File: src/cos_map.vh
`ifndef COS_MAP_VH
`define COS_MAP_VH

// register byte offsets
`define COS_OFS_PEND_LOW 12'h140
`define COS_OFS_PEND_HIGH 12'h144
`define COS_OFS_VALID_LOW 12'h160
`define COS_OFS_VALID_HIGH 12'h164
`define COS_OFS_WAKE_EN 12'h168
`define COS_OFS_WAKE_STS 12'h16c
`define COS_OFS_IRQ_STS 12'h170
`define COS_OFS_IRQ_MASK 12'h174

// field positions
`define COS_BIT_WAKE_EN 0
`define COS_BIT_WAKE_FLAG 0
`define COS_BIT_IRQ_WAKE 0
`define COS_BIT_IRQ_PEND 1

// widths and reset values
`define COS_IRQ_BITS 2
`define COS_RST_WORD 32'h0000_0000
`define COS_RST_HALF 16'h0000
`define COS_RST_IRQ 2'h0

// ahb-lite codes
`define COS_HTRANS_NONSEQ 2'h2
`define COS_HTRANS_SEQ 2'h3
`define COS_HRESP_OKAY 1'h0

`endif

File: src/cos_can_status.v
// Added by the designer: register access over AHB-Lite.
`timescale 1ns/1ps
`include "cos_map.vh"

module cos_can_status #(
  parameter OBJ_COUNT = 32
) (
  // clock and reset
  input wire core_clk,
  input wire nrst,
  // ahb-lite slave
  input wire hsel,
  input wire [31:0] haddr,
  input wire [1:0] htrans,
  input wire hwrite,
  input wire [2:0] hsize,
  input wire [31:0] hwdata,
  input wire hready,
  output wire hreadyout,
  output reg [31:0] hrdata,
  output wire hresp,
  // message interface set (software access to objects)
  input wire ifValidWrite,
  input wire ifPendWrite,
  input wire [4:0] ifObjNum,
  input wire ifValidData,
  input wire ifPendData,
  // message handler
  input wire [31:0] hdlPendSet,
  input wire [31:0] hdlPendClr,
  output reg [31:0] objectValid,
  output reg [31:0] objectIrqPending,
  // bus receive pin and wake-up
  input wire canRx,
  output reg wakeEvent,
  output reg wakeFlag,
  // interrupt
  output wire irq
);

  // overview: the bus side decodes one word per register and inserts
  // one wait state on reads only; the object side keeps the valid and
  // pending flags as mirrors written by the interface set, the pending flags also by the
  // handler; the wake side watches the receive pin through a two-flop
  // synchroniser and keeps a sticky flag for software

  // ahb data-phase state
  reg dataWrite;
  reg dataRead;
  reg readWait;
  reg [11:0] dataAddr;

  // software-visible control
  reg wakeEnable;
  reg [`COS_IRQ_BITS-1:0] irqStatus;
  reg [`COS_IRQ_BITS-1:0] irqMask;

  // rx pin synchroniser and edge history
  reg rxMeta;
  reg rxSync;
  reg rxLast;

  // next values
  reg [31:0] next_pend;
  reg [31:0] next_valid;
  reg [31:0] next_rdata;
  reg [`COS_IRQ_BITS-1:0] next_irqStatus;

  wire addrPhase;
  wire regWrite;
  wire rxFall;
  wire wakeHit;
  wire pendRise;
  wire [`COS_IRQ_BITS-1:0] irqEvents;
  wire [31:0] handlerSet;

  // register selects and write strobes from the data-phase address
  wire selPendLow;
  wire selPendHigh;
  wire selValidLow;
  wire selValidHigh;
  wire selWakeEn;
  wire selWakeSts;
  wire selIrqSts;
  wire selIrqMask;
  wire wakeEnWrite;
  wire wakeClearWrite;
  wire irqClearWrite;
  wire irqMaskWrite;

  // per-register read values, reserved bits already zero
  wire [31:0] rdPendLow;
  wire [31:0] rdPendHigh;
  wire [31:0] rdValidLow;
  wire [31:0] rdValidHigh;
  wire [31:0] rdWakeEn;
  wire [31:0] rdWakeSts;
  wire [31:0] rdIrqSts;
  wire [31:0] rdIrqMask;

  // pending flags after the interface write, before the handler
  reg [31:0] pendAfterIf;

  // a transfer is taken only on an active cycle with hready high;
  // idle and busy cycles leave the following data phase empty
  assign addrPhase = hsel & hready & htrans[1];
  assign regWrite = dataWrite;

  // register decode on the low twelve address bits only; the block
  // therefore repeats every 4 KB, which keeps the compare small
  assign selPendLow = (dataAddr == `COS_OFS_PEND_LOW);
  assign selPendHigh = (dataAddr == `COS_OFS_PEND_HIGH);
  assign selValidLow = (dataAddr == `COS_OFS_VALID_LOW);
  assign selValidHigh = (dataAddr == `COS_OFS_VALID_HIGH);
  assign selWakeEn = (dataAddr == `COS_OFS_WAKE_EN);
  assign selWakeSts = (dataAddr == `COS_OFS_WAKE_STS);
  assign selIrqSts = (dataAddr == `COS_OFS_IRQ_STS);
  assign selIrqMask = (dataAddr == `COS_OFS_IRQ_MASK);

  // write strobes; a register without one ignores writes, which is
  // what keeps the pending and valid mirrors read-only
  assign wakeEnWrite = regWrite & selWakeEn;
  assign wakeClearWrite = regWrite & selWakeSts & ~hwdata[`COS_BIT_WAKE_FLAG];
  assign irqClearWrite = regWrite & selIrqSts;
  assign irqMaskWrite = regWrite & selIrqMask;

  // reads insert one wait state so data comes from a flop and
  // always reflects a write that finished in the cycle before;
  // writes take no wait state, the register updates as the data
  // phase ends
  assign hreadyout = ~(dataRead & ~readWait);
  assign hresp = `COS_HRESP_OKAY;

  // address capture; a read or write is remembered for its data phase
  always @(posedge core_clk or negedge nrst) begin
    if (!nrst) begin
      dataWrite <= 1'b0;
      dataRead <= 1'b0;
      dataAddr <= 12'h000;
    end else if (hreadyout) begin
      dataWrite <= addrPhase & hwrite;
      dataRead <= addrPhase & ~hwrite;
      if (addrPhase) begin
        dataAddr <= haddr[11:0];
      end
    end
  end

  // wait-state marker: set in the first read data cycle, dropped when
  // the bus moves on; it keeps hreadyout low for exactly one cycle
  always @(posedge core_clk or negedge nrst) begin
    if (!nrst) begin
      readWait <= 1'b0;
    end else if (hreadyout) begin
      readWait <= 1'b0;
    end else begin
      readWait <= 1'b1;
    end
  end

  // two-flop synchroniser on the receive pin; the edge is taken
  // from the second and third stage so the first is never read;
  // the price is three cycles from pin to flag, far below a bus bit
  always @(posedge core_clk or negedge nrst) begin
    if (!nrst) begin
      rxMeta <= 1'b1;
      rxSync <= 1'b1;
      rxLast <= 1'b1;
    end else begin
      rxMeta <= canRx;
      rxSync <= rxMeta;
      rxLast <= rxSync;
    end
  end

  // falling edge between the two newest synchronised samples; the
  // reset value of one matches the idle bus, so reset makes no edge
  assign rxFall = rxLast & ~rxSync;
  // the enable gates the edge itself, so an edge seen while disabled
  // is dropped rather than remembered for later
  assign wakeHit = wakeEnable & rxFall;

  // handler updates are dropped for objects not marked valid; the
  // handler treats such an object as absent
  assign handlerSet = hdlPendSet & objectValid;

  // object valid flags: only the interface set changes them; the bus
  // has no write path here, and the handler never writes them
  always @* begin
    next_valid = objectValid;
    if (ifValidWrite) begin
      next_valid[ifObjNum] = ifValidData;
    end
  end

  // pending flags, first stage: the interface set writes one object
  always @* begin
    pendAfterIf = objectIrqPending;
    if (ifPendWrite) begin
      pendAfterIf[ifObjNum] = ifPendData;
    end
  end

  // second stage: handler clear, then handler set; a set that meets
  // any clear in the same cycle wins, so no completion is lost
  always @* begin
    next_pend = pendAfterIf & ~(hdlPendClr & objectValid);
    next_pend = next_pend | handlerSet;
  end

  // any flag rising this cycle is one interrupt event
  assign pendRise = |(next_pend & ~objectIrqPending);

  // flag registers; both take their next values on every clock
  always @(posedge core_clk or negedge nrst) begin
    if (!nrst) begin
      objectValid <= `COS_RST_WORD;
      objectIrqPending <= `COS_RST_WORD;
    end else begin
      objectValid <= next_valid;
      objectIrqPending <= next_pend;
    end
  end

  // wake event pulse, one cycle per enabled falling edge
  always @(posedge core_clk or negedge nrst) begin
    if (!nrst) begin
      wakeEvent <= 1'b0;
    end else begin
      wakeEvent <= wakeHit;
    end
  end

  // wake enable, plain read/write bit, zero from reset
  always @(posedge core_clk or negedge nrst) begin
    if (!nrst) begin
      wakeEnable <= 1'b0;
    end else if (wakeEnWrite) begin
      wakeEnable <= hwdata[`COS_BIT_WAKE_EN];
    end
  end

  // sticky wake flag; a new edge beats a clear in the same cycle, so
  // software never loses an edge that lands while it is clearing;
  // writing a one leaves the flag alone
  always @(posedge core_clk or negedge nrst) begin
    if (!nrst) begin
      wakeFlag <= 1'b0;
    end else if (wakeHit) begin
      wakeFlag <= 1'b1;
    end else if (wakeClearWrite) begin
      wakeFlag <= 1'b0;
    end
  end

  // interrupt status: sticky events, write one to clear, set wins
  assign irqEvents = {pendRise, wakeHit};

  // next status: clear by writing ones, then or in the new events
  always @* begin
    next_irqStatus = irqStatus;
    if (irqClearWrite) begin
      next_irqStatus = irqStatus & ~hwdata[`COS_IRQ_BITS-1:0];
    end
    next_irqStatus = next_irqStatus | irqEvents;
  end

  // status bits; the event is or-ed in after the clear so set wins
  always @(posedge core_clk or negedge nrst) begin
    if (!nrst) begin
      irqStatus <= `COS_RST_IRQ;
    end else begin
      irqStatus <= next_irqStatus;
    end
  end

  // interrupt mask, same layout as the status bits
  always @(posedge core_clk or negedge nrst) begin
    if (!nrst) begin
      irqMask <= `COS_RST_IRQ;
    end else if (irqMaskWrite) begin
      irqMask <= hwdata[`COS_IRQ_BITS-1:0];
    end
  end

  // level output, high while any unmasked status bit stands; it is
  // built from flops only, so bus activity cannot glitch it
  assign irq = |(irqStatus & irqMask);

  // read values; only the defined field is placed, so every reserved
  // bit returns zero whatever software wrote there
  assign rdPendLow = {16'h0000, objectIrqPending[15:0]};
  assign rdPendHigh = {16'h0000, objectIrqPending[31:16]};
  assign rdValidLow = {16'h0000, objectValid[15:0]};
  assign rdValidHigh = {16'h0000, objectValid[31:16]};
  assign rdWakeEn = {31'h0000_0000, wakeEnable};
  assign rdWakeSts = {31'h0000_0000, wakeFlag};
  assign rdIrqSts = {30'h0000_0000, irqStatus};
  assign rdIrqMask = {30'h0000_0000, irqMask};

  // read mux; an unmapped address falls through to zero
  always @* begin
    next_rdata = `COS_RST_WORD;
    if (selPendLow) begin
      next_rdata = rdPendLow;
    end else if (selPendHigh) begin
      next_rdata = rdPendHigh;
    end else if (selValidLow) begin
      next_rdata = rdValidLow;
    end else if (selValidHigh) begin
      next_rdata = rdValidHigh;
    end else if (selWakeEn) begin
      next_rdata = rdWakeEn;
    end else if (selWakeSts) begin
      next_rdata = rdWakeSts;
    end else if (selIrqSts) begin
      next_rdata = rdIrqSts;
    end else if (selIrqMask) begin
      next_rdata = rdIrqMask;
    end
  end

  // read data is loaded during the wait cycle of a read; it then
  // holds until the next read, so later writes cannot disturb it
  // while the master is still taking it
  always @(posedge core_clk or negedge nrst) begin
    if (!nrst) begin
      hrdata <= `COS_RST_WORD;
    end else if (dataRead && !readWait) begin
      hrdata <= next_rdata;
    end
  end

endmodule

File: config.mk
export PLATFORM = sky130hd
export DESIGN_NAME = cos_can_status
export DESIGN_NICKNAME = d
export VERILOG_FILES = /design/src/cos_can_status.v
export VERILOG_INCLUDE_DIRS = /design/src
export SDC_FILE = /design/constraint.sdc
export NUM_CORES = 1
export LEC_CHECK = 0
export BUFFER_PORTS_ARGS = -buffer_cell sky130_fd_sc_hd__buf_2
export CORE_UTILIZATION = 35
export CTS_CLUSTER_SIZE = 14
export DETAILED_ROUTE_END_ITERATION = 8
export PLACE_DENSITY_LB_ADDON = 0.05
export SETUP_SLACK_MARGIN = 0.2
export SYNTH_ARGS = -nofsm -noshare
export SYNTH_HDL_FRONTEND = slang
export SYNTH_SLANG_ARGS = --single-unit
File: constraint.sdc
create_clock -name core_clk -period 1.75 [get_ports core_clk]
set_input_delay 0.35 -clock core_clk [delete_from_list [all_inputs] [get_ports core_clk]]
set_output_delay 0.35 -clock core_clk [all_outputs]
set_load 0.02 [all_outputs]
## After elaboration in Yosys (flattened, before gate mapping)

Index checks and enable logic that the tools add are counted.
W data, S select, Z words.

- Logic and storage cells: 77
- Output and inout bits: 101
- Bits of input ports: 148
- Register bits: 121

- Bitwise gates (word level): 28
- Eq/ne operators: 8
- $lt $le $gt $ge: 2
- Reduce and logical (&&, ||, !) cells: 7
- Multiplexer cells: 17

Operators with widths:

| operator | number |
|---|---|
| $and A32 B32 Y32 | 4 |
| $eq A12 B9 Y1 const B | 8 |
| $bwmux W32 | 2 |
| $mux W16 | 4 |
| $not A32 Y32 | 2 |
| $mux W32 | 1 |
| $or A32 B32 Y32 | 1 |
| $reduce_or A32 Y1 | 1 |
| $and A1 B1 Y1 | 12 |
| $mux W2 | 5 |
| $lt A5 B6 Y1 const B | 1 |
| $demux W1 S5 | 1 |
| $ge A5 B1 Y1 const B | 1 |
| $not A1 Y1 | 5 |
| $and A2 B2 Y2 | 2 |
| $mux W1 | 4 |
| $logic_and A1 B1 Y1 | 2 |
| $not A2 Y2 | 1 |
| $or A2 B2 Y2 | 1 |
| $reduce_and A2 Y1 | 1 |
| $reduce_bool A2 Y1 | 1 |
| $reduce_or A2 Y1 | 1 |
| $logic_not A1 Y1 | 1 |

## Logic depth before layout (Yosys ltp)

- Word-level depth: 11
- Gate-level depth with buffers: 8
- Gate-level depth less buffers: 6

## Least setup slack after synthesis

No wires, ideal clock.

- Path kind: register to register
- From: reg dataAddr[9]
- To: reg hrdata[9]
- Setup slack: -0.138 ns
- Clock period less this slack: 1.888 ns
- Arrival: 1.769 ns
- Data required time: 1.632 ns
- Library setup time: 0.118 ns
- Stages on the path, launching flop included: 9
- Buffers on the path: 2
- Path through: dfrtp_1 > nor4b_4 > nand4b_2 > or3_1 > clkbuf_1 > buf_2 > nor2_1 > a311oi_1 > a21o_1

- Longest elaborated chain between the ends: 5
- Elaborated cells between the ends (all ways): 8
- Those cells by class: eq/ne (4); mux (4)

Ends and longest elaborated chain:

| element | RTL line | RTL |
|---|---|---|
| from (decl) | cos_can_status.v:51 | `reg [11:0] dataAddr;` |
| from (signal assigned) | cos_can_status.v:144 | `dataAddr <= haddr[11:0];` |
| $eq A12 B9 Y1 (no line) | - |  |
| $mux W16 | cos_can_status.v:310 | `end else if (selValidHigh) begin` |
| $mux W16 | cos_can_status.v:308 | `end else if (selValidLow) begin` |
| $mux W16 | cos_can_status.v:306 | `end else if (selPendHigh) begin` |
| $mux W16 (*) | cos_can_status.v:304 | `if (selPendLow) begin` |
| to (signal assigned) | cos_can_status.v:328 | `` hrdata <= `COS_RST_WORD; `` |
| to (signal assigned) | cos_can_status.v:330 | `hrdata <= next_rdata;` |
| to (decl) | cos_can_status.v:20 | `output reg [31:0] hrdata,` |

Mark *: on every way between the ends. The rest lies on a longest branch, timed or not.
A chain may end at the register's enable or synchronous reset.

## Worst setup path after layout

Same ends and word-level chain as after synthesis.

==> impl_metrics.tcl <==
set metrics [dict create \
    hold_viol_final 0 \
    synthTopCellsByArea "dfrtp_1 43%, mux2_2 9.0%, nand2_1 6.3%" \
    violations "setup timing" \
    yosysTopAreaCellShare_pct 43.5 \
    drtPass1Iterations 5 \
    io_buffers 177 \
    root_buffer "clkbuf_16" \
    synth-main-ff-cell "dfrtp_1" \
    final_net_count 1076 \
    yosysSeqAreaShare_pct 44.8 \
    ys_warn_count 0 \
    numPlacedInstances 1122 \
    grt_pass1_wl_um 36800 \
    start_util_pct 36.4 \
    core.rowCount 46 \
    dp_hpwl_um 18300 \
    fin_setup_tns_ns -5.02 \
    final.setup.worst_slack_ns -0.370 \
    fin_hold_ws_ns 0.0780 \
    cts_buffers 9 \
    fin_util_pct 53.4 \
    cts.clk_slew.worst_paths_ns 0.08 \
    avgSynthCellArea_um2 9.22 \
    syn2layout_area_growth_pct 46.7 \
    ys_ff_latch 105 \
    fmax_mhz 472 \
    fin_cells 1149 \
    grt.overflow.total 0 \
    clock-sinks 105 \
    core_area_mm2 0.0161 \
    worst_pin_slew_ns 0.676 \
    die_width_um 132 \
    top_level_ports 249 \
    ys_top_cells_by_count "102 x dfrtp_1, 98 x nand2_1, 68 x o21ai_0" \
    critPathCaptureType "flip-flop" \
    critical_path.startpoint_type "flip-flop" \
    grt_start_max_net_pins 39 \
    synth_edf_count 0 \
    viasPerCell 5.46 \
    drive_gt1_share_pct 45.4 \
    die-area_mm2 0.0173 \
    synth.most_common_cell "dfrtp_1" \
    power_mw 10.1 \
    power.density_mw_per_mm2 1180 \
    finClkSkew_ns 0.00573 \
    hold_depth 1 \
    syn_area_mm2 0.00587 \
    ir_drop_uv 783 \
    setup_viol 20 \
    grt_pass1_vias 6227 \
    fin_crit_sh_pct 121 \
    status "finished with violations" \
    gp_congestion 0.915 \
    synth_cells 637 \
    drv_slew 0 \
    drt_iter0_drc 552 \
    wire_per_inst_um 20.9 \
    remaining_drc_errors 0 \
    critical_path_peak_fanout 6 \
    slew-limit-headroom_pct 54.9 \
    clock_latency_ns 0.36 \
    synth-async-reset-ratio_pct 100 \
    diodes 0 \
    r2r_cells 10 \
    synth_cell_types 50 \
    crit_type "flip-flop to flip-flop" \
    yosysTopAreaCell "dfrtp_1" \
    fp.dieH_um 132 \
    grt_usage_pct 28.0 \
    power_leakage_nw 4.08 \
    hold_class "primary input to flip-flop" \
    cts_tree "done" \
    drv_cap 0 \
    required_ns 2.00 \
    cts_buffer_depth 2 \
    period_needed_ns 2.12 \
    htree_levels 3 \
    wirelength_um 24000 \
    crit_arrival_ns 2.37 \
    antenna_found_initial 0 \
    rsz0062_at_grt "yes" \
    vias 6279 \
    drtAntennaViolNets 0 \
]
-- routing by layer --
metal	up-vias	wire length [um]	track usage, %
li1	2874	-	-
met1	3048	10600	39.1
met2	308	10900	42.9
met3	49	1780	4.86
met4	0	647	11.0
met5	-	0	0
-- critical path, stage by stage (launching register included) --
cell and delay, ns:
dfrtp_1 0.41, nor4b_4 0.27, buf_4 0.17, nand4b_2 0.11, or3_4 0.36, buf_12 0.16, buf_12 0.13, buf_6 0.12
nor2_4 0.07, a311oi_2 0.05, a21o_1 0.16
-- timing repair --
action | CTS | global route
endpoints found under the setup margin | 23 | 29
hold endpoints to repair | 21 | 0
hold buffers | 1 | 0
pin swaps | 9 | 6
cloned | 1 | 1
setup buffers | 4 | 4
gates resized for setup | 34 | 20
-- flip-flops by register name, indices dropped and copies added (netlist names), 2 cells and up --
| signal | count |
|---|---|
| dataAddr | 12 |
| hrdata | 16 |
| irqMask | 2 |
| irqStatus | 2 |
| objectIrqPending | 32 |
| objectValid | 32 |
-- placed cells by master, fill, tap and decap left out, drive strengths merged, types with 4 or more instances in the layout --
| cell type | Yosys | routed |
|---|---|---|
| nand3 | 5 | 5 |
| a22oi | 18 | 18 |
| nand4 | 5 | 5 |
| nor3 | 13 | 13 |
| nand3b | 10 | 10 |
| a21o | 15 | 15 |
| mux2 | 47 | 47 |
| a311oi | 14 | 14 |
| nor2b | 6 | 6 |
| dfrtp | 102 | 102 |
| buf | 25 | 312 |
| conb | 1 | 17 |
| o22ai | 13 | 13 |
| nor2 | 46 | 46 |
| nand2 | 98 | 98 |
| nor4 | 5 | 5 |
| nand4b | 4 | 4 |
| a21oi | 53 | 53 |
| o21ai | 71 | 71 |
| clkbuf | 27 | 12 |
| nand2b | 4 | 4 |
| nor3b | 20 | 20 |
-- stage by stage --
stage | area (um2) | setup WS, ns
global route | 8610 | -0.491
global placement | 7900 | -0.559
CTS | 8450 | -0.354
finish | 8610 | -0.370
floorplan | 6000 | -0.114
detailed placement | 7900 | -0.567
-- cell type report --
cell class	count	area [um2]
timing repair buffer	316	2130
sequential	105	2630
inverter	2	7.51
clock inverter	6	92.6
multi-input combinational	494	3250
clock buffer	10	229
fill	1543	7500
tap	216	270
-- final timing paths --
path                            slack [ns]           to        start
worst max-delay path                 -0.37    hrdata[9]  dataAddr[9]
worst min-delay path                  0.08       rxMeta        canRx
worst max register to register       -0.37    hrdata[9]  dataAddr[9]
worst min register to register        0.36       rxSync       rxMeta
max in group asynchronous             0.74       rxMeta         nrst
min in group asynchronous             0.44  dataAddr[9]         nrst
-- cell families (layout without fill, tap and decap cells) --
kind of cell | after synthesis | count (layout) | share of synthesized area (%)
other cells | 1 | 17 | 0.0639
buf+inv | 54 | 334 | 4.92
mux | 51 | 51 | 9.91
compound gates | 194 | 194 | 19.7
simple gates | 232 | 232 | 20.6
flops | 105 | 105 | 44.8
-- report_power, final --
group | total [mW] | switching [mW] | internal, mW
Combinational | 4.18 | 2.40 | 1.78
Sequential | 3.73 | 0.686 | 3.04
Clock | 2.22 | 0.957 | 1.26
Total | 10.1 | 4.05 | 6.08
(Power assumes the default switching activity.)
